File: src/include/wlc_cfg.svh
// wlc_cfg.svh: register offsets, field positions, reset values and limit bounds of the window limit checker
// assumes limit values are signed hundredths of a decibel
`ifndef WLC_CFG_SVH
`define WLC_CFG_SVH
`define WLC_CNT_W 16
// register byte offsets
`define WLC_OFF_CTRL 12'h000
`define WLC_OFF_LOW1 12'h004
`define WLC_OFF_UPP1 12'h008
`define WLC_OFF_LOW2 12'h00C
`define WLC_OFF_UPP2 12'h010
`define WLC_OFF_TTL 12'h014
`define WLC_OFF_FAIL 12'h018
`define WLC_OFF_CNT1 12'h01C
`define WLC_OFF_CNT2 12'h020
`define WLC_OFF_IST 12'h024
`define WLC_OFF_IMSK 12'h028
// control fields
`define WLC_CTRL_WEN 0
`define WLC_CTRL_CEN 2
`define WLC_CTRL_ADLY 3
`define WLC_CTRL_UNIT 4
`define WLC_CTRL_CLR 8
`define WLC_CTRL_RST 32'h00000038
// ttl fields inside each byte
`define WLC_TTL_EN 0
`define WLC_TTL_POL 1
`define WLC_TTL_SRC 2
`define WLC_TTL_WIN 4
`define WLC_TTL_RST 16'h0202
// limit bounds in hundredths of dB or dBm
`define WLC_DB_MAX 32'sh00004E20
`define WLC_DB_MIN -32'sh00004650
`define WLC_DB_UPP 32'sh00001770
`define WLC_DB_LOW -32'sh00002EE0
`define WLC_DBM_MAX 32'sh000059D8
`define WLC_DBM_MIN -32'sh00003A98
`define WLC_DBM_UPP 32'sh00002328
`define WLC_DBM_LOW -32'sh00002328
`endif

File: src/include/wlc_pkg.sv
// wlc_pkg: types shared by the window limit checker modules
// assumes nothing beyond a SystemVerilog compiler
package wlc_pkg;
    typedef logic signed [31:0] wlc_word_t;
    typedef enum logic {WLC_UNIT_DB = 1'b0, WLC_UNIT_DBM = 1'b1} wlc_unit_t;
endpackage : wlc_pkg

File: src/include/wlc_win_if.sv
// wlc_win_if: signals between the register block and one window checker
// assumes one clock shared by both ends
`timescale 1ns/1ps
`default_nettype none
interface wlc_win_if #(parameter int CW = 16);
    logic en;
    logic auto_dly;
    logic clr;
    logic valid;
    logic settled;
    wlc_pkg::wlc_word_t result;
    wlc_pkg::wlc_word_t lo;
    wlc_pkg::wlc_word_t hi;
    logic over;
    logic under;
    logic fail;
    logic fail_evt;
    logic [CW-1:0] count;
    modport ctl (output en, auto_dly, clr, valid, settled, result, lo, hi,
                 input over, under, fail, fail_evt, count);
    modport win (input en, auto_dly, clr, valid, settled, result, lo, hi,
                 output over, under, fail, fail_evt, count);
endinterface : wlc_win_if
`default_nettype wire

File: src/wlc_top.sv
// wlc_top: window limit checker with apb registers, ttl outputs and a failure interrupt
// assumes measurement strobes and results come from logic on the same 25 MHz clock
//
// Implementation choices: the APB slave port and the placing of the registers.
`timescale 1ns/1ps
`default_nettype none
`include "wlc_cfg.svh"
// Operation
// - flag results outside window upper/lower limits
// - dB limits -180..+200, defaults 60/-120
// - dBm limits -150..+230, defaults 90/-90
// - independent limits, checked only when enabled
// - disabled ttl output stays inactive
// - ttl polarity selects active high or low
// - ttl source: over, under or either
// - ttl follows window one, two or both
// - failure flag reads 1 after any failure
// - per-window running failure count readable
// - with auto delay only settled results count
// - failure raises service request interrupt
// - channel and window limits never both on
module wlc_top #(
    parameter int CNT_W = `WLC_CNT_W
) (
    // clock and reset
    input wire logic clock,
    input wire logic srst,
    // apb slave
    input wire logic [11:0] paddr,
    input wire logic psel,
    input wire logic penable,
    input wire logic pwrite,
    input wire logic [31:0] pwdata,
    output logic [31:0] prdata,
    output logic pready,
    output logic pslverr,
    // measurement results per window
    input wire logic [1:0] meas_valid,
    input wire logic [1:0] meas_settled,
    input wire wlc_pkg::wlc_word_t meas_result1,
    input wire wlc_pkg::wlc_word_t meas_result2,
    // outputs
    output logic [1:0] ttl_out,
    output logic chan_limits_on,
    output logic irq
);
    import wlc_pkg::*;

    if (CNT_W < 2 || CNT_W > 32) begin : g_bad_cnt_w
        $error("wlc_top: CNT_W must lie in 2..32");
    end

    // =========================================================
    // state
    logic [1:0] win_en;
    logic auto_dly;
    logic [1:0] unit_sel;
    logic clr_pulse;
    wlc_word_t lim_lo [2];
    wlc_word_t lim_hi [2];
    logic [15:0] ttl_cfg;
    logic [1:0] irq_stat;
    logic [1:0] irq_mask;
    logic [1:0] over;
    logic [1:0] under;
    logic [1:0] fail;
    logic [1:0] fail_evt;
    logic [CNT_W-1:0] count [2];

    // =========================================================
    // bus decode
    logic acc;
    logic wr_acc;
    logic rd_acc;
    logic mapped;
    logic wr_bad;
    logic [31:0] rdata;
    wlc_word_t wval;
    assign acc = psel && penable && pready;
    assign wr_acc = acc && pwrite && !wr_bad;
    assign rd_acc = acc && !pwrite;
    assign wval = wlc_word_t'(pwdata);

    function automatic logic in_range(input logic dbm, input wlc_word_t v);
        if (dbm) begin
            return v >= `WLC_DBM_MIN && v <= `WLC_DBM_MAX;
        end
        return v >= `WLC_DB_MIN && v <= `WLC_DB_MAX;
    endfunction : in_range

    always_comb begin
        mapped = 1'b1;
        wr_bad = 1'b0;
        rdata = 32'h00000000;
        if (paddr == `WLC_OFF_CTRL) begin
            rdata = {26'h0000000, unit_sel, auto_dly, chan_limits_on, win_en};
            wr_bad = pwrite && (|pwdata[`WLC_CTRL_WEN +: 2]) && pwdata[`WLC_CTRL_CEN];
        end else if (paddr == `WLC_OFF_LOW1) begin
            rdata = lim_lo[0];
            wr_bad = pwrite && !in_range(unit_sel[0], wval);
        end else if (paddr == `WLC_OFF_UPP1) begin
            rdata = lim_hi[0];
            wr_bad = pwrite && !in_range(unit_sel[0], wval);
        end else if (paddr == `WLC_OFF_LOW2) begin
            rdata = lim_lo[1];
            wr_bad = pwrite && !in_range(unit_sel[1], wval);
        end else if (paddr == `WLC_OFF_UPP2) begin
            rdata = lim_hi[1];
            wr_bad = pwrite && !in_range(unit_sel[1], wval);
        end else if (paddr == `WLC_OFF_TTL) begin
            rdata = {16'h0000, ttl_cfg};
        end else if (paddr == `WLC_OFF_FAIL) begin
            rdata = {26'h0000000, under, over, fail};
        end else if (paddr == `WLC_OFF_CNT1) begin
            rdata = 32'(count[0]);
        end else if (paddr == `WLC_OFF_CNT2) begin
            rdata = 32'(count[1]);
        end else if (paddr == `WLC_OFF_IST) begin
            rdata = {30'h00000000, irq_stat};
        end else if (paddr == `WLC_OFF_IMSK) begin
            rdata = {30'h00000000, irq_mask};
        end else begin
            mapped = 1'b0;
            wr_bad = pwrite;
        end
    end

    // =========================================================
    // apb handshake: one wait cycle, answer registered
    always_ff @(posedge clock) begin
        if (srst) begin
            pready <= 1'b0;
            pslverr <= 1'b0;
            prdata <= 32'h00000000;
        end else begin
            pready <= psel && penable && !pready;
            if (psel && penable && !pready) begin
                pslverr <= !mapped || wr_bad;
                prdata <= pwrite ? 32'h00000000 : rdata;
            end else begin
                pslverr <= 1'b0;
                prdata <= 32'h00000000;
            end
        end
    end

    // =========================================================
    // control register
    always_ff @(posedge clock) begin
        if (srst) begin
            win_en <= 2'h0;
            chan_limits_on <= 1'b0;
            auto_dly <= 1'(`WLC_CTRL_RST >> `WLC_CTRL_ADLY);
            unit_sel <= 2'(`WLC_CTRL_RST >> `WLC_CTRL_UNIT);
            clr_pulse <= 1'b0;
        end else begin
            clr_pulse <= wr_acc && paddr == `WLC_OFF_CTRL && pwdata[`WLC_CTRL_CLR];
            if (wr_acc && paddr == `WLC_OFF_CTRL) begin
                win_en <= pwdata[`WLC_CTRL_WEN +: 2];
                chan_limits_on <= pwdata[`WLC_CTRL_CEN];
                auto_dly <= pwdata[`WLC_CTRL_ADLY];
                unit_sel <= pwdata[`WLC_CTRL_UNIT +: 2];
            end
        end
    end

    // =========================================================
    // limit registers, defaults reloaded on reset or unit change
    logic unit_wr;
    assign unit_wr = wr_acc && paddr == `WLC_OFF_CTRL;
    generate
        for (genvar i = 0; i < 2; i++) begin : g_lim
            logic new_dbm;
            assign new_dbm = srst ? 1'(`WLC_CTRL_RST >> (`WLC_CTRL_UNIT + i)) : pwdata[`WLC_CTRL_UNIT + i];
            always_ff @(posedge clock) begin
                if (srst || (unit_wr && new_dbm != unit_sel[i])) begin
                    lim_hi[i] <= new_dbm ? `WLC_DBM_UPP : `WLC_DB_UPP;
                    lim_lo[i] <= new_dbm ? `WLC_DBM_LOW : `WLC_DB_LOW;
                end else if (wr_acc && paddr == `WLC_OFF_LOW1 + 12'(8 * i)) begin
                    lim_lo[i] <= wval;
                end else if (wr_acc && paddr == `WLC_OFF_UPP1 + 12'(8 * i)) begin
                    lim_hi[i] <= wval;
                end
            end
        end
    endgenerate

    // =========================================================
    // window checkers
    wlc_win_if #(.CW(CNT_W)) w_if [2] ();
    generate
        for (genvar i = 0; i < 2; i++) begin : g_win
            assign w_if[i].en = win_en[i];
            assign w_if[i].auto_dly = auto_dly;
            assign w_if[i].clr = clr_pulse;
            assign w_if[i].valid = meas_valid[i];
            assign w_if[i].settled = meas_settled[i];
            assign w_if[i].result = (i == 0) ? meas_result1 : meas_result2;
            assign w_if[i].lo = lim_lo[i];
            assign w_if[i].hi = lim_hi[i];
            assign over[i] = w_if[i].over;
            assign under[i] = w_if[i].under;
            assign fail[i] = w_if[i].fail;
            assign fail_evt[i] = w_if[i].fail_evt;
            assign count[i] = w_if[i].count;
            wlc_win #(.CW(CNT_W)) u_win (
                .clock(clock),
                .srst(srst),
                .w(w_if[i])
            );
        end
    endgenerate

    // =========================================================
    // ttl configuration and outputs
    always_ff @(posedge clock) begin
        if (srst) begin
            ttl_cfg <= `WLC_TTL_RST;
        end else if (wr_acc && paddr == `WLC_OFF_TTL) begin
            ttl_cfg <= pwdata[15:0];
        end
    end

    generate
        for (genvar t = 0; t < 2; t++) begin : g_ttl
            logic [7:0] cfg;
            logic over_sel;
            logic under_sel;
            logic cond;
            assign cfg = ttl_cfg[8*t +: 8];
            assign over_sel = |(cfg[`WLC_TTL_WIN +: 2] & over);
            assign under_sel = |(cfg[`WLC_TTL_WIN +: 2] & under);
            assign cond = (cfg[`WLC_TTL_SRC] && over_sel) || (cfg[`WLC_TTL_SRC + 1] && under_sel);
            always_ff @(posedge clock) begin
                if (srst) begin
                    ttl_out[t] <= 1'b0;
                end else if (!cfg[`WLC_TTL_EN]) begin
                    ttl_out[t] <= !cfg[`WLC_TTL_POL];
                end else begin
                    ttl_out[t] <= cond ~^ cfg[`WLC_TTL_POL];
                end
            end
        end
    endgenerate

    // =========================================================
    // interrupt status, mask and output
    logic ist_rd;
    assign ist_rd = rd_acc && paddr == `WLC_OFF_IST;
    always_ff @(posedge clock) begin
        if (srst) begin
            irq_stat <= 2'h0;
            irq_mask <= 2'h0;
            irq <= 1'b0;
        end else begin
            // clear only the bits that the read returned, so an event after the snapshot is kept
            irq_stat <= (irq_stat & ~(ist_rd ? prdata[1:0] : 2'h0)) | fail_evt;
            if (wr_acc && paddr == `WLC_OFF_IMSK) begin
                irq_mask <= pwdata[1:0];
            end
            irq <= |(irq_stat & irq_mask);
        end
    end
endmodule : wlc_top
`default_nettype wire

File: src/wlc_win.sv
// wlc_win: limit comparison, sticky failure flag and saturating failure count for one window
// assumes result strobes come from logic on the same clock
`timescale 1ns/1ps
`default_nettype none
module wlc_win #(
    parameter int CW = 16
) (
    // clock and reset
    input wire logic clock,
    input wire logic srst,
    // window link
    wlc_win_if.win w
);
    import wlc_pkg::*;
    if (CW < 2 || CW > 32) begin : g_bad_cw
        $error("wlc_win: CW must lie in 2..32");
    end
    logic check;
    logic fails;
    assign check = w.valid && w.en && (!w.auto_dly || w.settled);
    assign fails = (w.result > w.hi) || (w.result < w.lo);

    // =========================================================
    // current over and under state
    always_ff @(posedge clock) begin
        if (srst || !w.en) begin
            w.over <= 1'b0;
            w.under <= 1'b0;
        end else if (check) begin
            w.over <= w.result > w.hi;
            w.under <= w.result < w.lo;
        end
    end

    // =========================================================
    // sticky flag, count and event
    always_ff @(posedge clock) begin
        if (srst) begin
            w.fail <= 1'b0;
            w.count <= '0;
            w.fail_evt <= 1'b0;
        end else begin
            w.fail_evt <= check && fails;
            if (check && fails) begin
                w.fail <= 1'b1;
                if (w.count != {CW{1'b1}}) begin
                    w.count <= w.count + 1'b1;
                end
            end else if (w.clr) begin
                w.fail <= 1'b0;
                w.count <= '0;
            end
        end
    end
endmodule : wlc_win
`default_nettype wire

File: config.mk
export PLATFORM = sky130hd
export DESIGN_NAME = wlc_top
export DESIGN_NICKNAME = d
export VERILOG_FILES = /design/src/include/wlc_pkg.sv /design/src/include/wlc_win_if.sv /design/src/wlc_top.sv /design/src/wlc_win.sv
export VERILOG_INCLUDE_DIRS = /design/src /design/src/include
export SDC_FILE = /design/constraint.sdc
export NUM_CORES = 1
export LEC_CHECK = 0
export ABC_AREA = 0
export BUFFER_PORTS_ARGS = -buffer_cell sky130_fd_sc_hd__buf_2
export CAP_MARGIN = 20
export CORE_MARGIN = 8
export CORE_UTILIZATION = 54
export CTS_CLUSTER_DIAMETER = 30
export DETAILED_ROUTE_END_ITERATION = 6
export PLACE_DENSITY = 0.74
export SLEW_MARGIN = 20
export SYNTH_ARGS = -nofsm -noshare
export SYNTH_HDL_FRONTEND = slang
export SYNTH_HIERARCHICAL = 1
export SYNTH_SLANG_ARGS = --single-unit
File: constraint.sdc
create_clock -name clock -period 8 [get_ports clock]
set_input_delay 1.6 -clock clock [delete_from_list [all_inputs] [get_ports clock]]
set_output_delay 1.6 -clock clock [all_outputs]
set_load 0.02 [all_outputs]
==> results.sh, run 1 <==
export IMPL_crit_start="paddr[9]"
export IMPL_cp_max_fo=95
export IMPL_cts_tree="done"
export IMPL_final_setup_tns_ns=0
export IMPL_hold_buffers=0
export IMPL_synthArstFlopShare_pct=0
export IMPL_cts_root_buf="clkbuf_16"
export IMPL_worstSetupEndpointType="flip-flop"
export IMPL_area_delta_synth_final_pct=18.29
export IMPL_grt_pass1_vias=13128
export IMPL_finalHoldViolCount=0
export IMPL_dieArea_um2=32340
export IMPL_wire_per_inst_um=23.07
export IMPL_cts_buffers=50
export IMPL_cp_arrival_ns=5.89
export IMPL_synth_flop_cell="edfxtp_1"
export IMPL_layout_common_cells="buf_2 (154), inv_1 (150), ha_1 (128), edfxtp_1 (128), nand2_1 (121)"
export IMPL_setup_viol=0
export IMPL_fillers=2145
export IMPL_power_total_mw=3.676
export IMPL_startpoint_type="input port"
export IMPL_worstSetupPathType="in2reg"
export IMPL_leakage_nw=7.188
export IMPL_boundaryPins=155
export IMPL_drive_gt1_share_pct=19.23
export IMPL_layout_commonest_cell="buf_2"
export IMPL_grt_overflow=0
export IMPL_place_detailed_hpwl_um=34360
export IMPL_die_x_um=179.8
export IMPL_rows=60
export IMPL_gp_congestion=0.9967
export IMPL_floorplan_initialDensity_pct=54.38
export IMPL_syn_nets=1791
export IMPL_grt_max_degree=96
export IMPL_insertion_delay_ns=0.56
export IMPL_grt_pass1_wl_um=73900
export IMPL_tightest_slew_ns=1.075
export IMPL_worstPathRequired_ns=8.17
export IMPL_num_antenna_cells=0
export IMPL_dpl_worst_slack_ns=1.834
export IMPL_cts_clk_slew_worst_paths_ns=0.05
export IMPL_routed_via_count=13407
export IMPL_fmax_mhz=174.7
export IMPL_rsz0062_at_grt="false"
export IMPL_ir_worst_vdd_uv=184.7
export IMPL_max_cap_violations=0
export IMPL_cts_sinks=232
export IMPL_fin_ws_ns=2.277
export IMPL_finalCritPeriodShare_pct=71.54
export IMPL_holdCritPathClass="reg2reg"
export IMPL_first_pass_iters=6
export IMPL_synthCells=1546
export IMPL_reg2reg_depth=10
export IMPL_antenna_left=0
export IMPL_crit_path_end="lim_lo[0][12]$_SDFFCE_PN1P_"
export IMPL_syn_area_um2=14490
export IMPL_r2r_end="g_win[0].u_win/w.count[8]$_SDFFE_PP0P_"
export IMPL_post_cts_setup_buffer_count=0
export IMPL_r2r_slack_ns=4.30
export IMPL_relSlewSlack_pct=27.66
export IMPL_fin_util_pct=64.33
export IMPL_drtIter0Drc=1741
export IMPL_ctsLongestPathBuffers=3
export IMPL_drv_slew=0
export IMPL_io_buffers=154
export IMPL_ys_ff_latch=232
export IMPL_synth_warnings=6
export IMPL_drt_wl_total_um=47340
export IMPL_status="completed"
export IMPL_synth_top_area_share_pct=26.52
export IMPL_cts_resized=0
export IMPL_r2r_start="lim_hi[0][5]$_SDFFCE_PN1P_"
export IMPL_die_h_um=179.8
export IMPL_yosysTopAreaCell="edfxtp_1"
export IMPL_nNetsFinal=1916
export IMPL_track_usage_pct=28.34
export IMPL_antenna_found_initial=0
export IMPL_synth_edff_count=128
export IMPL_core_area_um2=26650
export IMPL_powerDensity_nw_per_um2=214.4
export IMPL_drc_errors=0
export IMPL_fin_skew_ns=0.03732
export IMPL_min_period_ns=5.723
export IMPL_synth_area_per_cell_um2=9.374
export IMPL_synth_area_leaders="edfxtp_1 (27%), dfxtp_1 (14%), ha_1 (11%)"
export IMPL_yosysSeqAreaShare_pct=40.89
export IMPL_via_per_inst=6.534
export IMPL_htreeDepth=2
export IMPL_yosys_cell_types_count=78
## cell usage after synthesis (all sizes together) (7+ instances only)
cell type and instances:
a22o 9, and3 60, edfxtp 128, o22ai 48, o21a 12, a31o 8, ha 128, nor4 14
a221oi 45, o221ai 13, nor2b 10, a21oi 101, a21o 8, clkbuf 59, a211oi 15, o21ai 31
buf 42, nand2 122, nor2 68, a22oi 13, nand3 31, a211o 8, inv 150, or3 7
or2 15, and2 8, a31oi 17, nor3 57, dfxtp 104, nand2b 17, o211ai 9, mux2 27
and4 20, nand4 41, nand4b 38
## cells by family (layout without fill, tap and decap cells)
kind of cell	count (synthesis)	after routing	synth area share [%]
buffers and inverters	253	418	7.200
multiplexers	33	33	2.512
flip-flops	232	232	40.89
AO/OA/AOI/OAI	363	363	17.13
AND/OR/NAND/NOR	532	532	20.92
XOR/XNOR	5	5	0.3022
adder cells (fa/ha/maj)	128	128	11.05
## stage by stage
step	area [um2]	cells	hold WS (ns)
global placement	15380	1959	0.4208
floorplan	14490	1546	0.4130
CTS	17130	2051	0.4408
detailed placement	15380	1959	0.4300
finish	17140	2052	0.4374
global route	17140	2052	0.4679
## layout make-up
type	instances	area [um2]	share of cell area [%]
Timing Repair Buffer	174	920.9	5.371
Multi-Input combinational cell	1061	7551	44.04
Inverter	152	570.5	3.328
Clock buffer	51	1255	7.320
Tap cell	341	426.7	2.489
Sequential cell	232	5926	34.56
Clock inverter	41	494.2	2.883
## how the worst min path moves through the flow
stage,startpoint,endpoint,slack (ns),depth (start not counted)
CTS,g_win[0].u_win/w.fail_evt$_SDFF_PP0_,irq_stat[0]$_SDFF_PP0_,0.44,2
global placement,g_win[0].u_win/w.fail_evt$_SDFF_PP0_,irq_stat[0]$_SDFF_PP0_,0.42,2
detailed placement,g_win[0].u_win/w.fail_evt$_SDFF_PP0_,irq_stat[0]$_SDFF_PP0_,0.43,2
global route,g_win[0].u_win/w.fail_evt$_SDFF_PP0_,irq_stat[0]$_SDFF_PP0_,0.47,2
finish,g_win[0].u_win/w.fail_evt$_SDFF_PP0_,irq_stat[0]$_SDFF_PP0_,0.44,2
floorplan,g_win[0].u_win/w.fail_evt$_SDFF_PP0_,irq_stat[0]$_SDFF_PP0_,0.41,2
## worst max-delay path, stage by stage
cell	delay [ns]
buf_2	0.09
or4_1	0.75
or4_1	1.04
nand2_4	0.47
a31o_1	0.37
or2_2	0.21
buf_4	0.68
a31o_1	0.24
buf_4	0.39
## state kept, by name, summed over array words and instances, names as in the netlist, 2 cells and up
signal / flops
g_win.u_win/w.count: 32
lim_lo: 64
unit_sel: 2
prdata: 32
g_win.u_win/w.over: 2
g_win.u_win/w.fail_evt: 2
g_win.u_win/w.fail: 2
g_win.u_win/w.under: 2
ttl_out: 2
irq_mask: 2
irq_stat: 2
lim_hi: 64
ttl_cfg: 16
win_en: 2
## layer usage
| layer | track usage (%) | vias up | routed length [um] |
|---|---|---|---|
| met1 | 36.45 | 6321 | 19010 |
| li1 | - | 6086 | - |
| met3 | 5.766 | 137 | 4702 |
| met4 | 13.64 | 0 | 2178 |
| met5 | 0 | - | 0 |
| met2 | 45.12 | 863 | 21440 |
## power breakdown
group,switching [mW],leakage (nW),internal [mW]
sequential,0.0175,2.01,1.28
combinational,0.156,4.35,0.0892
clock,0.738,0.825,1.39
Power figures use the tool's default switching activity.
==> inputs of run 2 (changes only) <==
clock period = 5.6 ns   (was 8 ns; I/O delays follow)
==> run 2 against run 1 <==
Against the previous run:
- the run now ends with DRC left
- register-to-register slack lost 2.3 ns
- sequential power grew 43%
- critical path depth is the same
- clock power grew 48%
- final cell count grew 0.63%
- die area is the same
- sequential share of layout area shrank 0.30 points
- cell area grew 0.88%
==> results.sh, run 2 (same netlist as run 1, synthesis figures left out) <==
export IMPL_grt_pass1_vias=12942
export IMPL_routed_via_count=13397
export IMPL_core_area_um2=26650
export IMPL_grt_pass1_wl_um=72840
export IMPL_ctsLongestPathBuffers=3
export IMPL_wire_per_inst_um=23.06
export IMPL_cp_num_buf_inv=3
export IMPL_finalCritPeriodShare_pct=73.27
export IMPL_cpPeakStageDelay_ns=0.78
export IMPL_gp_congestion=1.031
export IMPL_drv_slew=0
export IMPL_relSlewSlack_pct=33.83
export IMPL_cts_buffers=52
export IMPL_fin_ws_ns=1.497
export IMPL_finalHoldViolCount=0
export IMPL_fmax_mhz=243.7
export IMPL_cts_sinks=232
export IMPL_cp_arrival_ns=4.30
export IMPL_hold_worst_slack_ns=0.4494
export IMPL_cp_max_fo=32
export IMPL_place_area_um2=15440
export IMPL_via_per_inst=6.488
export IMPL_worstSetupPathType="in2reg"
export IMPL_grt_max_degree=59
export IMPL_cpMaxStageDelayCell="or4_1"
export IMPL_fin_skew_ns=0.02249
export IMPL_fin_util_pct=64.90
export IMPL_leakage_nw=7.282
export IMPL_cp_top_family="simple AND/OR/NAND/NOR gates"
export IMPL_post_cts_setup_buffer_count=0
export IMPL_cts_clk_slew_worst_paths_ns=0.05
export IMPL_violations="DRC"
export IMPL_dieArea_um2=32340
export IMPL_insertion_delay_ns=0.57
export IMPL_floorplan_initialDensity_pct=54.38
export IMPL_design_area_um2=17300
export IMPL_die_x_um=179.8
export IMPL_holdCritPathClass="reg2reg"
export IMPL_antenna_found_initial=0
export IMPL_worstPathRequired_ns=5.80
export IMPL_htreeDepth=2
export IMPL_rows=60
export IMPL_crit_start="paddr[9]"
export IMPL_cts_tree="done"
export IMPL_rsz0062_at_grt="false"
export IMPL_grt_overflow=0
export IMPL_cts_resized=0
export IMPL_final_setup_tns_ns=0
export IMPL_drt_wl_total_um=47610
export IMPL_worstSetupEndpointType="flip-flop"
export IMPL_tightest_slew_ns=0.9872
export IMPL_setup_viol=0
export IMPL_layout_common_cells="buf_2 (154), inv_1 (150), ha_1 (128), edfxtp_1 (128), nand2_1 (121)"
export IMPL_place_detailed_hpwl_um=34760
export IMPL_ir_worst_vdd_uv=273.7
export IMPL_status="finished with violations"
export IMPL_reg2reg_depth=10
export IMPL_layout_commonest_cell="buf_2"
export IMPL_dpl_worst_slack_ns=1.000
export IMPL_powerDensity_nw_per_um2=309.9
export IMPL_crit_path_end="lim_lo[1][6]$_DFFE_PP_"
export IMPL_area_delta_synth_final_pct=19.34
export IMPL_drtIter0Drc=1663
export IMPL_antenna_left=0
export IMPL_boundaryPins=155
export IMPL_first_pass_iters=7
export IMPL_max_cap_violations=0
export IMPL_drive_gt1_share_pct=19.85
export IMPL_die_h_um=179.8
export IMPL_crit_cells=9
export IMPL_r2r_slack_ns=1.96
export IMPL_io_buffers=154
export IMPL_cts_root_buf="clkbuf_16"
export IMPL_startpoint_type="input port"
export IMPL_min_period_ns=4.103
export IMPL_nNetsFinal=1924
export IMPL_min_from="g_win[0].u_win/w.fail_evt$_SDFF_PP0_"
export IMPL_cp_cell_sequence="buf_2 -> or4_1 -> or4_1 -> buf_4 -> nand2_4 -> a31o_1 -> or2_2 -> a31o_1 -> buf_4"
export IMPL_r2r_end="g_win[1].u_win/w.count[10]$_SDFFE_PP0P_"
export IMPL_hold_buffers=0
export IMPL_drc_errors=1
export IMPL_largestRegisters="lim_hi: 64 flops, lim_lo: 64 flops"
export IMPL_r2r_start="lim_lo[1][25]$_SDFFCE_PN1P_"
export IMPL_track_usage_pct=28.18
## run 2: per-stage QoR
| stage | instances | power [mW] |
|---|---|---|
| final | 2065 | 5.359 |
| after detailed placement | 1966 | 2.228 |
| after global placement | 1966 | 2.215 |
| after CTS | 2064 | 5.369 |
| after global routing | 2064 | 5.504 |
| after floorplan | 1546 | 2.077 |
## run 2: power breakdown
| group | internal (mW) | leakage [nW] | switching (mW) |
|---|---|---|---|
| sequential | 1.83 | 2.01 | 0.0276 |
| combinational | 0.127 | 4.38 | 0.221 |
| clock | 2.07 | 0.891 | 1.09 |
## run 2: final cells by class
class	count	area (um2)
inverters	152	570.5
repair buffers	180	965.9
multi-input cells	1061	7551
fillers	2143	9355
diodes	1	2.502
clock buffers	54	1309
well taps	341	426.7
clock inverters	44	544.3
flip-flops and latches	232	5926
## run 2: worst min-delay path by stage
stage | slack (ns) | to | cells past startpoint
after CTS | 0.45 | irq_stat[0]$_SDFF_PP0_ | 2
after detailed placement | 0.44 | irq_stat[0]$_SDFF_PP0_ | 2
after global routing | 0.47 | irq_stat[1]$_SDFF_PP0_ | 2
final | 0.45 | irq_stat[0]$_SDFF_PP0_ | 2
after floorplan | 0.41 | irq_stat[0]$_SDFF_PP0_ | 2
after global placement | 0.42 | irq_stat[0]$_SDFF_PP0_ | 2
## run 2: routing by layer
| layer | GRT usage, % | wire length [um] | up-vias |
|---|---|---|---|
| met5 | 0 | 0 | - |
| met4 | 13.37 | 2107 | 0 |
| met3 | 5.383 | 4456 | 125 |
| met2 | 44.93 | 21650 | 767 |
| met1 | 36.44 | 19400 | 6408 |
| li1 | - | - | 6097 |
## run 2: tightest hold or removal path, stage by stage, from the launching register on
cell and delay [ns]:
dfxtp_1 0.31, a21oi_1 0.04, nor2_1 0.07
==> inputs of run 3 (changes only) <==
ABC_AREA = 1   (was 0)
clock period = 4 ns   (was 5.6 ns; I/O delays follow)
==> run 3 against run 2 <==
Against the previous run:
- the run still ends with DRC left
- sequential cell count did not move
- combinational power rose by 50%
- area after synthesis rose by 2.9%
- largest cell class unchanged
- clock power rose by 52%
- global-route usage rose by 0.31 points
- register-to-register slack got worse by 1.1 ns
- critical path depth rose by 10
- sequential power rose by 40%
==> results.sh, run 3 <==
export IMPL_status="finished with violations"
export IMPL_violations="DRC"
export IMPL_wire_per_inst_um=19.82
export IMPL_num_antenna_cells=0
export IMPL_syn_nets=2142
export IMPL_p_sw_mw=1.819
export IMPL_grt_pass1_wl_um=74620
export IMPL_grt_max_degree=37
export IMPL_power_total_mw=7.900
export IMPL_leakage_nw=8.384
export IMPL_route_met2_wl_um=22260
export IMPL_holdCritPathClass="reg2reg"
export IMPL_intPower_mw=6.082
export IMPL_met1_length_um=19680
export IMPL_min_period_ns=3.140
export IMPL_startpoint_type="input port"
export IMPL_synthArstFlopShare_pct=0
export IMPL_drtIter0Drc=1621
export IMPL_drive_gt1_share_pct=18.45
export IMPL_synthTopCellsByCount="nand2_1 (364), inv_1 (284), nor2_1 (230)"
export IMPL_maxUsedRoutingLayer="met5"
export IMPL_gp_congestion=1.023
export IMPL_fin_cells=2465
export IMPL_drc_errors=7
export IMPL_synth_flop_cell="edfxtp_1"
export IMPL_first_pass_iters=7
export IMPL_hold_buffers=0
export IMPL_fin_skew_ns=0.01650
export IMPL_htreeDepth=2
export IMPL_layout_common_cells="nand2_1 (364), inv_1 (284), nor2_1 (230)"
export IMPL_final_setup_tns_ns=0
export IMPL_max_cap_violations=0
export IMPL_dieArea_um2=33190
export IMPL_wl_met3_um=5140
export IMPL_fmax_mhz=318.4
export IMPL_layout_commonest_cell="nand2_1"
export IMPL_synthCells=1897
export IMPL_yosysMostFrequentCell="nand2_1"
export IMPL_antenna_found_initial=3
export IMPL_netSwitchingFraction_pct=23.02
export IMPL_cts_tree="done"
export IMPL_yosys_cell_types_count=54
export IMPL_p_comb_share_pct=6.6
export IMPL_core_area_um2=27480
export IMPL_insertion_delay_ns=0.55
export IMPL_rsz0062_at_grt="false"
export IMPL_synth_area_leaders="edfxtp_1 (26%), dfxtp_1 (14%), ha_1 (11%)"
export IMPL_nNetsFinal=2320
export IMPL_ys_ff_latch=232
export IMPL_cts_sinks=232
export IMPL_setup_viol=0
export IMPL_powerDensity_nw_per_um2=437.3
export IMPL_post_place_cells=2364
export IMPL_cts_root_buf="clkbuf_16"
export IMPL_post_cts_setup_buffer_count=0
export IMPL_yosysSeqAreaShare_pct=39.73
export IMPL_io_buffers=154
export IMPL_place_detailed_hpwl_um=37400
export IMPL_die_x_um=182.2
export IMPL_synth_edff_count=128
export IMPL_cp_arrival_ns=3.39
export IMPL_routed_via_count=14262
export IMPL_area_delta_synth_final_pct=21.12
export IMPL_synth_warnings=6
export IMPL_cts_clk_slew_worst_paths_ns=0.05
export IMPL_boundaryPins=155
export IMPL_cts_resized=0
export IMPL_relSlewSlack_pct=39.15
export IMPL_yosysTopAreaCell="edfxtp_1"
export IMPL_drv_slew=0
export IMPL_largestRegisters="lim_hi: 64 flops, lim_lo: 64 flops"
export IMPL_antenna_left=0
export IMPL_fillers=2297
export IMPL_floorplan_initialDensity_pct=54.28
export IMPL_syn_area_um2=14910
export IMPL_grt_overflow=0
export IMPL_ir_worst_vdd_uv=306.0
export IMPL_ctsLongestPathBuffers=3
export IMPL_cts_buffers=55
export IMPL_worstSetupEndpointType="flip-flop"
export IMPL_worstSetupPathType="in2reg"
export IMPL_finalCritPeriodShare_pct=78.51
export IMPL_rows=61
export IMPL_finalHoldViolCount=0
export IMPL_track_usage_pct=28.49
export IMPL_seqPwrFrac_pct=32.9
export IMPL_via_per_inst=5.786
export IMPL_hold_depth=2
export IMPL_die_h_um=182.2
export IMPL_synth_area_per_cell_um2=7.862
export IMPL_cp_max_fo=19
export IMPL_tightest_slew_ns=0.9094
export IMPL_reg2reg_depth=6
export IMPL_drt_wl_total_um=48850
export IMPL_worstPathRequired_ns=4.25
export IMPL_grt_pass1_vias=13687
export IMPL_p_clk_share_pct=60.5
export IMPL_synth_top_area_share_pct=25.77
export IMPL_r2r_slack_ns=0.88
==> run 3: cell types whose count changed after synthesis, moves of 44 or more <==
cell     change
nand3_1     +56
nand2_1    +243
inv_1      +134
o22ai_1     -44
o21ai_0     +56
nor2_1     +164
and3_1      -60
==> run 3: worst paths after layout <==
kind                                                           start                          end
worst min-delay path            g_win[0].u_win/w.fail_evt$_SDFF_PP0_       irq_stat[0]$_SDFF_PP0_
worst min register to register  g_win[0].u_win/w.fail_evt$_SDFF_PP0_       irq_stat[0]$_SDFF_PP0_
worst max register to register                     pready$_SDFF_PP0_        prdata[28]$_SDFF_PP0_
worst max-delay path                                        paddr[9]  lim_lo[0][15]$_SDFFCE_PN1P_
==> run 3: routing by layer <==
layer / track usage (%) / vias to the layer above
li1: - / 6717
met5: 0 / -
met3: 6.781 / 130
met2: 45.96 / 770
met4: 11.09 / 6
met1: 36.52 / 6639
==> run 3: metrics by stage <==
step	utilization, %	cell area [um2]	hold slack, ns	worst slack, ns
floorplan	-	14910	0.4153	-0.05141
global placement	58.47	16060	0.4427	0.3726
detailed placement	58.47	16060	0.4395	0.3211
CTS	65.75	18060	0.4326	0.8758
global route	65.75	18060	0.4647	0.6469
finish	65.75	18060	0.4421	0.8595
==> run 3: critical path, cell delays in order <==
cell and delay (ns):
buf_2 0.09, nor2_1 0.09, nand2_1 0.14, nor2_2 0.20, nand2_2 0.13, nor2_8 0.16
inv_2 0.15, nand2_1 0.10, inv_2 0.09, nand3_2 0.10, nand2_1 0.07, nand3_2 0.08
nand3_4 0.08, nor2_4 0.22, nand2_4 0.18, nand2_1 0.09, inv_1 0.07, o21ai_2 0.30
buf_12 0.24
==> run 3: power by group through the flow <==
stage | Sequential, mW | Clock [mW] | Combinational, mW
6_report | 2.60 | 4.78 | 0.519
4_1_cts | 2.60 | 4.79 | 0.513
3_3_place_gp | 2.64 | 0 | 0.488
5_1_grt | 2.60 | 4.92 | 0.578
2_1_floorplan | 2.63 | 0 | 0.302
3_5_place_dp | 2.64 | 0 | 0.507
==> run 3: cells by family after synthesis <==
family | synth area share [%]
buf+inv | 9.908
xor+xnor | 0.8222
simple gates | 26.16
fa+ha+maj | 10.74
flops | 39.73
compound gates | 12.64
==> run 3: layout make-up <==
class / instances / area (um2) / area share (%)
Inverter: 304 / 1141 / 6.317
Multi-Input combinational cell: 1299 / 7526 / 41.66
Sequential cell: 232 / 5926 / 32.80
Tap cell: 346 / 432.9 / 2.396
Clock buffer: 67 / 1556 / 8.616
Clock inverter: 34 / 444.2 / 2.459
Timing Repair Buffer: 183 / 1039 / 5.749
